$ cat config.mk
export PLATFORM = sky130hd
export DESIGN_NAME = brtp_rx_port
export DESIGN_NICKNAME = d
export VERILOG_FILES = /design/src/verilog/brtp_pkg.sv /design/src/verilog/brtp_rx_port.sv /design/src/verilog/brtp_sync.sv
export SDC_FILE = /design/constraint.sdc
export NUM_CORES = 1
export LEC_CHECK = 0
export ABC_CLOCK_PERIOD_IN_PS = 10100
export BUFFER_PORTS_ARGS = -buffer_cell sky130_fd_sc_hd__clkbuf_2
export CORE_MARGIN = 3
export CORE_UTILIZATION = 52
export CTS_CLUSTER_DIAMETER = 60
export DETAILED_ROUTE_END_ITERATION = 16
export GPL_TIMING_DRIVEN = 1
export PLACE_DENSITY_LB_ADDON = 0.08
export SLEW_MARGIN = 25
export SYNTH_ARGS = -nofsm -noshare
export SYNTH_HDL_FRONTEND = slang
export SYNTH_SLANG_ARGS = --single-unit
$ cat constraint.sdc
create_clock -name clk -period 10.1 [get_ports clk]
set_input_delay 2.02 -clock clk [delete_from_list [all_inputs] [get_ports clk]]
set_output_delay 2.02 -clock clk [all_outputs]
set_load 0.05 [all_outputs]
$ cat src/verilog/brtp_pkg.sv
`default_nettype none
package brtp_pkg;

    ////////////////////////////////////////////////////////////////////////////
    localparam int CLK_HZ = 25_000_000;
    localparam int T1_BPS = 1_544_000;
    localparam int E1_BPS = 2_048_000;
    localparam int NCO_W  = 24;
    // edge rate is twice the clock rate, so the nco carries once per edge
    localparam logic [NCO_W-1:0] INC_T1 = NCO_W'((64'(2 * T1_BPS) << NCO_W) / 64'(CLK_HZ));
    localparam logic [NCO_W-1:0] INC_E1 = NCO_W'((64'(2 * E1_BPS) << NCO_W) / 64'(CLK_HZ));

    ////////////////////////////////////////////////////////////////////////////
    localparam logic [10:0] BITS_T1 = 11'h0c1;
    localparam logic [10:0] BITS_E1 = 11'h100;
    localparam logic [10:0] BITS_HS = 11'h400;
    localparam logic [4:0]  SF_T1   = 5'h0c;
    localparam logic [4:0]  ESF_T1  = 5'h18;
    localparam logic [4:0]  MF_E1   = 5'h10;
    localparam logic [4:0]  LAST_T1_CH = 5'h18;
    localparam logic [1:0]  RATE_T1 = 2'h0;
    localparam logic [1:0]  RATE_HS = 2'h3;
    // clock edges from frame pulse to first data update, by bit offset code
    localparam logic [7:0][5:0] CET_TAB = {6'h20, 6'h1c, 6'h18, 6'h14,
                                           6'h10, 6'h0c, 6'h08, 6'h03};

    ////////////////////////////////////////////////////////////////////////////
    // register indices; byte address is four times the index
    localparam logic [9:0] IDX_CFG   = 10'h030;
    localparam logic [9:0] IDX_FPC   = 10'h031;
    localparam logic [9:0] IDX_TS_Q1 = 10'h033;
    localparam logic [9:0] IDX_TS_Q2 = 10'h133;
    localparam logic [9:0] IDX_TS_Q3 = 10'h233;
    localparam logic [9:0] IDX_DTRK  = 10'h034;
    localparam logic [9:0] IDX_STAT  = 10'h035;
    localparam int CFG_W = 14;
    localparam int FPC_W = 8;

    typedef struct packed {
        logic       nx64_sel;
        logic       line_standard_sel;
        logic       rx_parity_enable;
        logic [2:0] bit_offset;
        logic       bit_offset_enable;
        logic [1:0] rate;
        logic       clock_rate_double;
        logic       frame_edge_sel;
        logic       data_edge_sel;
        logic       frame_pulse_direction;
        logic       clock_direction;
    } brtp_cfg_s;

    typedef struct packed {
        logic elastic_store_bypass;
        logic unframed_sel;
        logic hs_mode_enable;
        logic superframe_len24;
        logic alternate_pulse_sel;
        logic overhead_mode_sel;
        logic crc_multiframe_pulse_sel;
        logic superframe_pulse_sel;
    } brtp_fpc_s;

    typedef struct packed {
        logic [7:0] pcm;
        logic [3:0] sig;
        logic       fbit;
    } brtp_slot_s;

endpackage
`default_nettype wire

$ cat src/verilog/brtp_rx_port.sv
// Chosen here: register access over APB.
`timescale 1ns/1ps
`default_nettype none
module brtp_rx_port
    import brtp_pkg::*;
#(
    parameter int QUAD = 1
) (
    input  wire logic        clk,
    input  wire logic        rstn,
    input  wire logic        psel,
    input  wire logic        penable,
    input  wire logic        pwrite,
    input  wire logic [11:0] paddr,
    input  wire logic [31:0] pwdata,
    output logic      [31:0] prdata,
    output logic             pready,
    output logic             pslverr,
    input  wire logic        rx_backplane_clock_i,
    output logic             rx_backplane_clock_o,
    output logic             rx_backplane_clock_oe,
    input  wire logic        rx_frame_pulse_i,
    output logic             rx_frame_pulse_o,
    output logic             rx_frame_pulse_oe,
    output logic             rx_pcm_stream,
    output logic             rx_signalling_stream,
    input  wire logic        common_8m_clock,
    input  wire logic        common_pulse_clock,
    input  wire logic        common_frame_pulse_n,
    output logic             hs_data_out,
    output logic             hs_data_oe,
    output logic             hs_cas_out,
    output logic             hs_cas_oe,
    output logic      [4:0]  slot_index,
    input  wire brtp_slot_s  slot
);
    localparam logic [9:0] TS_IDX = (QUAD == 3) ? IDX_TS_Q3 :
                                    (QUAD == 2) ? IDX_TS_Q2 : IDX_TS_Q1;

    typedef struct packed {
        brtp_cfg_s        cfg;
        brtp_fpc_s        fpc;
        logic [6:0]       timeslot_offset;
        logic [31:0]      dtrk;
        logic [31:0]      prdata;
        logic             pslverr;
        logic [NCO_W-1:0] nco;
        logic             lvl;
        logic             clk_out;
        logic             prev;
        logic             fpc_prev;
        logic             fp_samp;
        logic             half;
        logic [9:0]       pos;
        logic [5:0]       dly;
        logic             dly_act;
        logic             pend;
        logic [4:0]       fcnt;
        logic             alt;
        logic             armed;
        logic             fp_q;
        logic [4:0]       ch;
        logic             pcm_q;
        logic             sig_q;
        logic             par_pcm;
        logic             par_sig;
        logic             hs_oe;
    } brtp_state_s;

    brtp_state_s      s;
    brtp_state_s      n;
    logic [4:0]       sy;
    logic             hs_act;
    logic             t1_193;
    logic             t1_gap;
    logic             unf_ok;
    logic             src;
    logic             edge_ev;
    logic             d_edge;
    logic             f_edge;
    logic             fp_ev;
    logic             hs_ev;
    logic             force_up;
    logic             upd;
    logic             restart;
    logic             wrap;
    logic             carry;
    logic             fbit_pos;
    logic             filler;
    logic             our;
    logic             pbit;
    logic             sbit;
    logic             gap;
    logic             mf_mode;
    logic             acc_en;
    logic [NCO_W-1:0] inc;
    logic [10:0]      len;
    logic [10:0]      off_m;
    logic [10:0]      dsum;
    logic [9:0]       dpos;
    logic [9:0]       dm1;
    logic [9:0]       pos_n;
    logic [4:0]       ch_n;
    logic [2:0]       bitn;
    logic [4:0]       mf_len;
    logic [4:0]       fcnt_n;

    ////////////////////////////////////////////////////////////////////////////
    // every pin from the far side, clocks included, crosses two flops
    brtp_sync #(.W(5)) u_sync (
        .clk (clk),
        .rstn(rstn),
        .d   ({rx_backplane_clock_i, rx_frame_pulse_i, common_8m_clock,
               common_pulse_clock, common_frame_pulse_n}),
        .q   (sy)
    );

    ////////////////////////////////////////////////////////////////////////////
    always_comb begin
        n = s;
        hs_act = s.fpc.hs_mode_enable && s.cfg.clock_direction
                 && s.cfg.frame_pulse_direction && !s.cfg.data_edge_sel
                 && s.cfg.frame_edge_sel && s.cfg.clock_rate_double
                 && s.cfg.rate == RATE_HS;
        t1_193 = !s.cfg.line_standard_sel && s.cfg.rate == RATE_T1 && !hs_act;
        t1_gap = !s.cfg.line_standard_sel && !t1_193 && !hs_act;
        len = hs_act ? BITS_HS : (t1_193 ? BITS_T1 : BITS_E1);
        unf_ok = s.fpc.unframed_sel && s.fpc.elastic_store_bypass
                 && !s.cfg.clock_direction && !s.cfg.frame_pulse_direction;

        // edge source: 8M clock, slave clock pin or own divider
        src = hs_act ? sy[2] : (s.cfg.clock_direction ? sy[4] : s.lvl);
        edge_ev = src != s.prev;
        n.prev = src;
        inc = t1_193 ? INC_T1 : INC_E1;
        if (s.cfg.clock_rate_double) begin
            inc = inc << 1;
        end
        {carry, n.nco} = {1'b0, s.nco} + {1'b0, inc};
        if (carry && !s.cfg.clock_direction) begin
            n.lvl = !s.lvl;
        end
        d_edge = edge_ev && (src == s.cfg.data_edge_sel);
        f_edge = edge_ev && (src == s.cfg.frame_edge_sel);

        // frame pulse inputs
        fp_ev = 1'b0;
        hs_ev = 1'b0;
        n.fpc_prev = sy[1];
        if (hs_act) begin
            hs_ev = s.fpc_prev && !sy[1] && !sy[0];
        end else if (s.cfg.frame_pulse_direction && f_edge) begin
            n.fp_samp = sy[3];
            fp_ev = sy[3] && !s.fp_samp;
        end

        // bit update timing
        force_up = hs_ev || (s.dly_act && edge_ev && s.dly == 6'h01);
        upd = 1'b0;
        if (d_edge) begin
            n.half = !s.half;
            upd = !s.cfg.clock_rate_double || s.half;
        end
        if (edge_ev && s.dly_act) begin
            n.dly = s.dly - 6'h01;
            n.dly_act = s.dly != 6'h01;
        end
        restart = force_up || (upd && s.pend);
        if (force_up) begin
            upd = 1'b1;
            n.half = 1'b0;
        end
        if (restart) begin
            n.pend = 1'b0;
        end
        if (fp_ev) begin
            if (s.cfg.bit_offset_enable) begin
                n.dly = CET_TAB[s.cfg.bit_offset];
                n.dly_act = 1'b1;
            end else begin
                n.pend = 1'b1;
            end
        end

        // position and channel of the next bit
        wrap = restart || ({1'b0, s.pos} + 11'h001 == len);
        pos_n = wrap ? 10'h000 : s.pos + 10'h001;
        // an offset at or past the frame length is ignored
        off_m = ({1'b0, s.timeslot_offset, 3'h0} < len) ? {1'b0, s.timeslot_offset, 3'h0} : 11'h000;
        dsum = {1'b0, pos_n} + len - off_m;
        dpos = (dsum >= len) ? 10'(dsum - len) : 10'(dsum);
        dm1 = dpos - 10'h001;
        fbit_pos = 1'b0;
        filler = 1'b0;
        our = 1'b1;
        bitn = dpos[2:0];
        ch_n = dpos[7:3];
        if (t1_193) begin
            fbit_pos = dpos == 10'h000;
            ch_n = dm1[7:3] + 5'h01;
            bitn = dm1[2:0];
        end else if (hs_act) begin
            ch_n = dpos[9:5];
            our = dpos[4:3] == 2'h0;
        end else if (t1_gap) begin
            fbit_pos = dpos == 10'h000;
            filler = !fbit_pos && (dpos[7:3] == 5'h00 || dpos[7:3] > LAST_T1_CH);
        end
        pbit = slot.pcm[~bitn];
        sbit = bitn[2] && slot.sig[~bitn[1:0]];
        if (fbit_pos) begin
            pbit = slot.fbit;
            sbit = 1'b0;
        end else if (filler) begin
            pbit = 1'b1;
            sbit = 1'b1;
        end
        acc_en = !hs_act || our;

        // frame and multiframe counting
        mf_mode = s.fpc.superframe_pulse_sel
                  || (s.cfg.line_standard_sel && !s.fpc.overhead_mode_sel
                      && s.fpc.crc_multiframe_pulse_sel);
        mf_len = s.cfg.line_standard_sel ? MF_E1 : (s.fpc.superframe_len24 ? ESF_T1 : SF_T1);
        fcnt_n = (!mf_mode || restart || s.fcnt + 5'h01 >= mf_len) ? 5'h00
                 : s.fcnt + 5'h01;

        if (upd) begin
            n.pos = pos_n;
            n.ch = ch_n;
            n.hs_oe = hs_act && our;
            if (dpos == 10'h000 && s.cfg.rx_parity_enable && !unf_ok) begin
                n.pcm_q = s.par_pcm;
                n.sig_q = s.par_sig;
                n.par_pcm = 1'b0;
                n.par_sig = 1'b0;
            end else begin
                n.pcm_q = pbit;
                n.sig_q = sbit;
                n.par_pcm = s.par_pcm ^ (pbit && acc_en);
                n.par_sig = s.par_sig ^ (sbit && acc_en);
            end
            if (wrap) begin
                n.fcnt = fcnt_n;
                if (fcnt_n == 5'h00) begin
                    if (s.fpc.alternate_pulse_sel) begin
                        n.alt = !s.alt;
                    end
                    n.armed = !s.cfg.frame_pulse_direction && !unf_ok
                              && (!s.fpc.alternate_pulse_sel || !s.alt);
                end
            end
        end

        // pulse goes out on the frame edge and drops on the next one
        if (f_edge) begin
            n.fp_q = n.armed;
            n.armed = 1'b0;
        end

        // gapped clock parks at the data edge level
        gap = s.cfg.nx64_sel && !s.cfg.clock_direction && s.dtrk[s.ch];
        n.clk_out = gap ? s.cfg.data_edge_sel : n.lvl;

        ////////////////////////////////////////////////////////////////////////
        // apb: read data and error are set up in the setup phase
        if (psel && !penable) begin
            n.pslverr = 1'b0;
            n.prdata = 32'h0000_0000;
            case (paddr[11:2])
                IDX_CFG:  n.prdata = 32'(s.cfg);
                IDX_FPC:  n.prdata = 32'(s.fpc);
                TS_IDX:   n.prdata = 32'(s.timeslot_offset);
                IDX_DTRK: n.prdata = s.dtrk;
                IDX_STAT: n.prdata = 32'({hs_act, unf_ok, s.fcnt, s.pos});
                default:  n.pslverr = 1'b1;
            endcase
        end
        if (psel && penable && pwrite) begin
            case (paddr[11:2])
                IDX_CFG:  n.cfg = pwdata[CFG_W-1:0];
                IDX_FPC:  n.fpc = pwdata[FPC_W-1:0];
                TS_IDX:   n.timeslot_offset = pwdata[6:0];
                IDX_DTRK: n.dtrk = pwdata;
                default:  ;
            endcase
        end
    end

    // all controls reset to zero: master, falling edges, t1 1.544
    always_ff @(posedge clk or negedge rstn) begin
        if (!rstn) begin
            s <= '0;
        end else begin
            s <= n;
        end
    end

    ////////////////////////////////////////////////////////////////////////////
    assign prdata = s.prdata;
    assign pready = 1'b1;
    assign pslverr = psel && penable && s.pslverr;
    assign slot_index = ch_n;
    assign rx_backplane_clock_o = s.clk_out;
    assign rx_backplane_clock_oe = !s.cfg.clock_direction;
    assign rx_frame_pulse_o = s.fp_q;
    assign rx_frame_pulse_oe = !s.cfg.frame_pulse_direction;
    assign rx_pcm_stream = s.pcm_q;
    assign rx_signalling_stream = s.sig_q;
    assign hs_data_out = s.pcm_q;
    assign hs_data_oe = s.hs_oe;
    assign hs_cas_out = s.sig_q;
    assign hs_cas_oe = s.hs_oe;
endmodule
`default_nettype wire

$ cat src/verilog/brtp_sync.sv
`timescale 1ns/1ps
`default_nettype none
module brtp_sync #(
    parameter int W = 1
) (
    input  wire logic         clk,
    input  wire logic         rstn,
    input  wire logic [W-1:0] d,
    output logic      [W-1:0] q
);
    typedef struct packed {
        logic [W-1:0] s1;
        logic [W-1:0] s2;
    } brtp_sy_s;

    brtp_sy_s s;
    brtp_sy_s n;

    // first stage feeds only the second
    always_comb begin
        n = s;
        n.s1 = d;
        n.s2 = s.s1;
    end

    always_ff @(posedge clk or negedge rstn) begin
        if (!rstn) begin
            s <= '0;
        end else begin
            s <= n;
        end
    end

    assign q = s.s2;
endmodule
`default_nettype wire

==> Yosys cells after proc, flatten, opt, wreduce, memory -nomap -nowiden <==
Memory sizes are Yosys's and may differ from the RTL's.
Cells that the tools add are included.
{ "word_totals": {"regBits": 170, "latch_bits": 0, "ramBits": 0, "mem_bits_ro": 48, "inputBits": 67, "out_inout_bits": 49, "wordCells": 220, "n_memories": 1} }
{ "op_classes": {"addsub": 10, "n_mul": 0, "div": 0, "n_lt_le_gt_ge": 8, "n_eq_ne": 12, "shift": 0, "muxes": 55, "bitwise": 5, "reduce_logical": 83} }
{ "mem_list": {"columns": ["memory", "depth", "word_bits", "rd", "rd_ports_with_merged_regs", "wr", "line_no", "text"], "rows": [
  ["(no name shown)", 8, 6, 1, 0, 0, "brtp_rx_port.sv:178", "n.dly = CET_TAB[s.cfg.bit_offset];"]
]} }
{ "op_table": {"columns": ["cell", "n"], "rows": [
  ["32-bit case mux with 5 select lines", 1],
  ["10-bit by 6-bit equality test with 1-bit output (second input constant)", 5],
  ["1-bit logical AND", 40],
  ["1-bit two-way mux", 32],
  ["10-bit two-way mux", 3],
  ["24-bit by 23-bit adder with 25-bit output", 1],
  ["5-bit two-way mux", 5],
  ["23-bit two-way mux", 1],
  ["22-bit two-way mux", 1],
  ["1-bit zero test", 19],
  ["7-bit two-way mux", 2],
  ["2-bit AND reduction", 6],
  ["10-bit by 1-bit adder with 11-bit output (second input constant)", 1],
  ["10-bit by 11-bit adder with 11-bit output", 1],
  ["11-bit equality test", 1],
  ["11-bit >= comparator", 1],
  ["10-bit by 11-bit < comparator with 1-bit output", 1],
  ["11-bit two-way mux", 1],
  ["11-bit by 10-bit subtractor with 11-bit output", 1],
  ["10-bit by 1-bit adder with 10-bit output (second input constant)", 1],
  ["5-bit by 1-bit adder with 5-bit output (second input constant)", 2],
  ["10-bit zero test", 1],
  ["5-bit zero test", 2],
  ["1-bit logical OR", 10],
  ["30 further kinds", 34]
]} }

==> Logic depth before layout (Yosys ltp) <==
Gate-level depths: netlist (run 1).
{ "depth": {"ltp_word": 29, "ltp_mapped": 40, "mapped_depth_nobuf": 38} }

==> Modules after synthesis <==
Synthesis (run 1) repeated with hierarchy kept, for this count alone.
{ "hier_totals": {"hier_cells": 1148, "area_unflattened_um2": 11029.3} }
{ "by_module_without_submodules": {"columns": ["module", "instances", "cells_each", "area_per_inst_um2", "seq_area_each_um2"], "rows": [
  ["brtp_rx_port", 1, 1138, 10779.1, 4003.8],
  ["brtp_sync", 1, 10, 250.2, 250.2]
]} }

==> Worst setup path before layout (run 1) <==
OpenSTA, ideal clock, no wires.
{ "synth_timing": {"kind": "reg-to-output", "from": "register s[152] (netlist bit)", "to": "output slot_index[2]", "arrival_ns": 7.913, "required_ns": 8.080, "setup_slack_ns": 0.167, "stages_incl_launch_ff": 32, "path_buffers": 3, "cell_sequence": "dfrtp_1 -> nor3_1 -> clkbuf_1 -> buf_1 -> nand2_1 -> a21oi_1 -> nor2b_1 -> o31ai_1 -> nand2_1 -> ha_1 -> ha_1 -> nor2_1 -> a21oi_1 -> a21o_1 -> a21o_1 -> xor2_1 -> ha_1 -> clkbuf_1 -> nand3_1 -> or3_1 -> nor4_4 -> o31ai_4 -> and3_1 -> or2_2 -> ha_1 -> nand2_1 -> nor2_1 -> xnor2_1 -> ha_1 -> xnor2_1 -> xnor2_1 -> o21ai_0"} }
{ "synth_between": {"elab_chain_len": 17, "word_cells_on_any_way": 33} }
{ "synth_rtl": {"columns": ["element", "line_no", "text"], "rows": [
  ["from (decl)", "brtp_rx_port.sv:70", "brtp_state_s s;"],
  ["from (signal assigned)", "brtp_rx_port.sv:295", "s <= n;"],
  ["parallel branches: the longest is 16 deep, another holds 10-bit by 11-bit adder with 11-bit output", null, null],
  ["5-bit two-way mux (*)", "brtp_rx_port.sv:198", "if (t1_193) begin"],
  ["to (decl)", "brtp_rx_port.sv:34", "output logic [4:0] slot_index,"]
]} }
Every way passes the cells marked *.

==> Worst setup path in the final report (run 1) <==
{ "layout_timing": {"from": "register s[146] (netlist bit)", "to": "output slot_index[4]"} }
{ "layout_between": {"elab_chain_len": 21, "word_cells_on_any_way": 36} }
{ "layout_rtl": {"columns": ["element", "line_no", "text"], "rows": [
  ["parallel branches: the longest is 12 deep, another holds 11-bit two-way mux", null, null],
  ["1-bit logical OR (*)", "brtp_rx_port.sv:186", "wrap = restart || ({1'b0, s.pos} + 11'h001 == len);"],
  ["10-bit two-way mux (*)", "brtp_rx_port.sv:187", "pos_n = wrap ? 10'h000 : s.pos + 10'h001;"],
  ["net pos_n[0]", "brtp_rx_port.sv:102", "logic [9:0] pos_n;"],
  ["10-bit by 11-bit adder with 11-bit output (*)", "brtp_rx_port.sv:190", "dsum = {1'b0, pos_n} + len - off_m;"],
  ["11-bit by 10-bit subtractor with 11-bit output (*)", "brtp_rx_port.sv:190", null],
  ["10-bit subtractor / 11-bit >= comparator (equally long branches)", "brtp_rx_port.sv:191", "dpos = (dsum >= len) ? 10'(dsum - len) : 10'(dsum);"],
  ["10-bit two-way mux (*)", "brtp_rx_port.sv:191", null],
  ["8-bit by 1-bit subtractor with 8-bit output", "brtp_rx_port.sv:192", "dm1 = dpos - 10'h001;"],
  ["5-bit by 1-bit adder with 5-bit output", "brtp_rx_port.sv:200", "ch_n = dm1[7:3] + 5'h01;"],
  ["5-bit two-way mux (*)", "brtp_rx_port.sv:198", null]
]} }
Mark *: on every way through the listed nets, which the timed path passes.

==> results.md, run 1 <==
- Post-synthesis simple-gate area fraction: 15.9%
- Initial core utilization: 53.1%
- DRT Pass-1 Iters: 5
- Synthesized instance count: 1,139
- Run status: completed
- Synth Area in Compound Gates: 16.7%
- Arrival time at the worst endpoint: 7680 ps
- CP Data Required Time: 8080 ps
- Maxcap violations: 0
- Worst Setup End Kind: output pin
- Worst slew pin tran: 1020 ps
- Register bit total from synthesis: 170
- Die H: 153 microns
- Die width: 153 microns
- IO Pins: 116
- Commonest non-fill, non-tap cell in the layout: dfrtp_1
- Reg2Reg Depth: 38
- Maximum fanout along the worst path: 6
- DPL Wire Length: 20.9 mm
- Sink Count: 170
- Row cnt: 53
- Nets@finish: 1,360
- Post-synthesis mux area share: 11.7%
- H-tree depth: 4
- Synth area leaders: dfrtp_1 38%, ha_1 7.2%, mux2_2 6.3%
- CTS tree: done
- # diodes: 0
- Pins over their slew limit: 0
- Fin area: 12,800 sq um
- Via count: 9,003
- CTS Buffer Depth: 2
- Routability cong.: 0.872
- Setup CP Type: register to output pin
- Post-Synthesis Mean Instance Area: 9.86 sq um
- Yosys warns: 0
- IO Port Bufs: 112
- Adder-Cell Fraction of Synth Area: 7.60%
- Ratio of cells with drive above 1 in the final layout: 25.5%
- Fill count: 1,824
- FMAX: 0.103 GHz
- Final WL: 28.5 mm
- Hold Buf Count CTS: 0
- Largest family of logic cells by synthesized area: compound AO/OA/AOI/OAI gates
- Final hold slack: 350 ps
- Reg2Reg Setup Slack: 2120 ps
- Post-synth EDFFs: 0
- First-pass GRT wire length: 45.8 mm
- Tot GR Track Use: 24.3%
- Final Non-Filler Cells: 1,514
- Clk_lat worst skew: 430 ps
- Post-route clock period utilization: 96.1%
- Worst Hold End: u_sync.q[4]
- Die ar.: 23,400 sq um
- Worst-path clk slew: 70 ps
- # DRC: 0
- Final hold violation count: 0
- Crit path max-delay cell type: dfrtp_2
- Crit-path max cell delay: 470 ps
- Yosys top cell by area: dfrtp_1
- Antenna violations before repair: 0
- Slew headroom: 31.7%
- HP Start: u_sync.n[4]
- Area Overhead vs Synth: 13.7%
- Placed Cells: 1,476
- Min-Delay Path Class: register to register
- Initial DRC count: 596
- Cts bufs inserted: 17
- Most frequent cells in the layout: 166 x dfrtp_1, 108 x clkbuf_2, 97 x nand2_1, 85 x nor2_1, 63 x mux2_2
- Antenna-violating nets left: 0
- Core footprint: 21,200 sq um
- Final worst slack: 398 ps
- RR Startpoint: s[146]
- Final setup viols: 0
- CTS Root Cell: clkbuf_16
- Library cells used by synthesis: 95
- Worst hold stages: 0
- Vias per inst: 5.95
- Xor and xnor area share after synthesis: 4.60%
- Largest net degree at the start of global routing: 93
- Seq/Total Area, Yosys: 37.9%
- Worst Clk Skew: 14.1 ps
- Vias in the first global route: 8,398
- Reg-to-reg endpoint: s[2]
- Placed Area: 12,000 sq um
- Min Clock Period, post-route: 9700 ps
- Synth top area share: 37.9%
- Fraction of registers with async set/reset: 100%
- Post-synth top flop: dfrtp_1
- Syn_nets: 1,273
- Place WS: 532 ps
- WL per Instance: 18.8 microns
- Critical Path Source Type: register
- Mapped Area: 11,200 sq um
- GRT overflow: 0
-- cell usage after synthesis, drive strengths merged (10+ instances only) --
master / count
a211oi: 13
a21o: 15
a21oi: 41
a22o: 16
a31oi: 26
and3: 19
buf: 47
clkbuf: 38
dfrtp: 170
ha: 65
inv: 44
mux2: 65
mux2i: 17
mux4: 18
nand2: 97
nand2b: 16
nand3: 34
nand4: 12
nor2: 90
nor2b: 16
nor3: 19
nor4: 18
o211ai: 10
o21ai: 49
o31ai: 18
xnor2: 40
xor2: 19
-- per-stage QoR --
step                      TNS (ps)  utilization, %
final                            0            60.4
after global routing         -31.8            60.4
after CTS                        0            59.8
after detailed placement         0            56.7
after global placement           0            56.7
after floorplan                  0               -
-- cell type report --
cell class              count  area [sq um]  share of cell area (%)
clock buffers              20           467                    3.66
clock inverters            12           185                    1.45
inverters                  45           169                    1.32
multi-input cells         839          6420                    50.3
flip-flops and latches    170          4260                    33.4
well taps                 275           344                    2.69
repair buffers            153           927                    7.26
-- critical path: cells and delay by family, from the launching register on --
| kind | cells | cell delay (ps) |
|---|---|---|
| simple gates | 12 | 2250 |
| compound gates | 11 | 2140 |
| fa+ha+maj | 4 | 970 |
| buf+inv | 5 | 700 |
| flops | 1 | 470 |
| xor+xnor | 2 | 390 |
| mux | 1 | 330 |
-- flip-flops by register name, summed over array words and instances, names as in the netlist --
| name | flops |
|---|---|
| hs_cas_oe | 1 |
| rx_frame_pulse_o | 1 |
| u_sync.n | 5 |
| hs_cas_out | 1 |
| prdata | 32 |
| u_sync.q | 5 |
| s | 123 |
| hs_data_out | 1 |
| rx_backplane_clock_o | 1 |
-- routing by layer --
metal	part of all wire [%]	track usage (%)	up-vias
li1	-	-	4337
met2	45	37.6	283
met1	48	36.0	4358
met4	1.1	5.18	0
met5	0	0	-
met3	6.2	4.39	25
-- cells by family after synthesis --
family          Yosys count
mux                     100
fa+ha+maj                67
xor+xnor                 59
flops                   170
other cells               1
buf+inv                 130
compound gates          256
simple gates            356
-- how the worst max path moves through the flow --
| stage | startpoint | end | slack, ps | cells after the start |
|---|---|---|---|---|
| global route | s[148] | slot_index[4] | -20 | 37 |
| CTS | s[146] | slot_index[4] | 40 | 34 |
| detailed placement | s[146] | slot_index[4] | 530 | 32 |
| finish | s[146] | slot_index[4] | 400 | 35 |
| global placement | s[146] | slot_index[4] | 680 | 37 |
| floorplan | s[152] | slot_index[2] | 170 | 31 |
-- timing repair --
item	CTS	global route
gates resized for setup	0	21
endpoints found under the setup margin	0	4
setup buffers	0	6
Power of run 1 is not shown: default switching activity piles up to over one toggle a cycle in this logic, so the estimate is an artifact.
==> run 2, diff against run 1 <==
Settings changed: CORE_ASPECT_RATIO from default to 0.8.
==> run 2 against run 1 <==
  * Worst hold slack better by 0.50 ps
  * Die area about the same
  * Flip-flop and latch count unchanged
  * Critical path type unchanged
==> results.md, run 2 (same netlist as run 1, synthesis figures left out) <==
- Maxcap violations: 0 (unchanged)
- FMAX: 0.102 GHz (-1.1%)
- Worst Setup End Kind: output pin
- Area Overhead vs Synth: 13.5%
- Core footprint: 20,900 sq um (-1.0%)
- Reg2Reg Setup Slack: 1960 ps (-160 ps)
- WL per Instance: 18.7 microns (-0.47%)
- CTS Root Cell: clkbuf_16
- Pins over their slew limit: 0 (unchanged)
- CP Data Required Time: 8080 ps (about the same)
- Via count: 8,974 (-0.32%)
- Setup CP Type: register to output pin
- DPL Wire Length: 20.9 mm (about the same)
- Worst-path clk slew: 70 ps (about the same)
- RR Startpoint: s[146]
- Min Clock Period, post-route: 9810 ps (+110 ps)
- Hold Buf Count CTS: 0 (unchanged)
- Largest reg by FF count: s
- Min-Delay Path Class: register to register
- First-pass GRT wire length: 44.1 mm (-3.6%)
- Antenna violations before repair: 0 (unchanged)
- Worst Clk Skew: 10.3 ps (-3.82 ps)
- CTS Buffer Depth: 2 (unchanged)
- Crit-path max cell delay: 480 ps (about the same)
- # DRC: 0 (unchanged)
- Slew headroom: 37.6% (+5.9 points)
- Vias per inst: 5.95 (about the same)
- Final hold violation count: 0 (unchanged)
- Crit path max-delay cell type: dfrtp_2
- DRT Pass-1 Iters: 7 (+2)
- H-tree depth: 4 (unchanged)
- Clk_lat worst skew: 430 ps (about the same)
- RSZ-0062 raised after global routing: no
- IO Pins: 116 (unchanged)
- Reg2Reg Depth: 35 (-7.9%)
- Die width: 170 microns (+11%)
- Number of flip-flops in the largest register: 123 (unchanged)
- Maximum fanout along the worst path: 12 (+6)
- Worst hold stages: 0 (unchanged)
- Ratio of cells with drive above 1 in the final layout: 26.0% (+0.46 points)
- Nets@finish: 1,361 (+0.074%)
- Sink Count: 170 (unchanged)
- Commonest non-fill, non-tap cell in the layout: dfrtp_1
- Initial DRC count: 730 (+22%)
- Final setup viols: 0 (unchanged)
- Vias in the first global route: 8,075 (-3.8%)
- Run status: completed
- Row cnt: 47 (-11%)
- Cts bufs inserted: 17 (unchanged)
- GRT overflow: 0 (unchanged)
- Reg-to-reg endpoint: s[2]
- Die H: 137 microns (-10%)
- Routability cong.: 0.904 (+3.8%)
- Critical Path Source Type: register
- Antenna-violating nets left: 0 (unchanged)
- Final WL: 28.2 mm (-0.80%)
- # diodes: 0 (unchanged)
- Worst slew pin tran: 925 ps (-95.3 ps)
- Worst setup path end: slot_index[4]
- IO Port Bufs: 112 (unchanged)
- Die ar.: 23,400 sq um (about the same)
- Largest net degree at the start of global routing: 93 (unchanged)
- Post-route clock period utilization: 97.1% (+1.1 points)
- Post-Route Setup TNS: 0 ps (unchanged)
- CTS tree: done
- Arrival time at the worst endpoint: 7790 ps (+110 ps)
- Tot GR Track Use: 24.0% (-0.26 points)
- Initial core utilization: 53.7% (+0.56 points)
- Most frequent cells in the layout: 164 x dfrtp_1, 108 x clkbuf_2, 96 x nand2_1, 85 x nor2_1, 63 x mux2_2
- Fill count: 1,776 (-2.6%)
- Crit path launch: s[146]
run 2: changes by cell type in the layout (fill, tap and decap cells not counted), sizes merged:
cell / delta
clkinv: -2
inv: +3
bufinv: -2
clkinvlp: +3
buf: +1
clkbuf: -2
run 2: worst min path at each step:
stage	start	endpoint	slack [ps]
after CTS	u_sync.n[0]	u_sync.q[0]	350
after floorplan	u_sync.n[0]	u_sync.q[0]	330
after global routing	u_sync.n[1]	u_sync.q[1]	360
final	u_sync.n[0]	u_sync.q[0]	350
after detailed placement	u_sync.n[0]	u_sync.q[0]	340
after global placement	u_sync.n[0]	u_sync.q[0]	330
run 2: what timing repair did:
action                     4_1_cts  5_1_grt
pin swaps                        0       10
resized for setup                3       22
setup buffers                    0       10
setup endpoints to repair        2        4
run 2: routing by layer:
layer	global-route usage (%)	wire length [microns]	up-vias
li1	-	-	4329
met1	38.0	14200	4356
met2	34.4	12000	261
met3	3.99	1740	28
met4	5.27	327	0
met5	0	0	-
run 2: stage by stage:
stage	std cells	cell area (sq um)	hold slack, ps	setup slack [ps]	utilization (%)
detailed placement	1467	12000	337	301	57.2
CTS	1499	12600	353	57.3	60.2
global placement	1467	12000	332	418	57.2
finish	1509	12700	350	288	60.9
global route	1509	12700	357	13.2	60.9
floorplan	1139	11200	331	167	-
run 2: final cells by class:
class / count / area (sq um) / area share, %
clock buffer: 18 / 439 / 3.45
clock inverter: 14 / 176 / 1.38
inverter: 45 / 169 / 1.33
multi-input combinational: 839 / 6430 / 50.4
sequential: 170 / 4260 / 33.4
tap: 269 / 337 / 2.64
timing repair buffer: 154 / 935 / 7.33
run 2: critical path: cells and delay by family, from the launching register on:
kind / cells / cell delay, ps
adders and majority gates: 5 / 1470
muxes: 1 / 330
xor gates and xnor gates: 3 / 410
AOI/OAI and AO/OA: 9 / 2200
DFF: 1 / 480
and+or+nand+nor: 13 / 2110
buffers and inverters: 2 / 350
Power of run 2 is left out for the same reason.
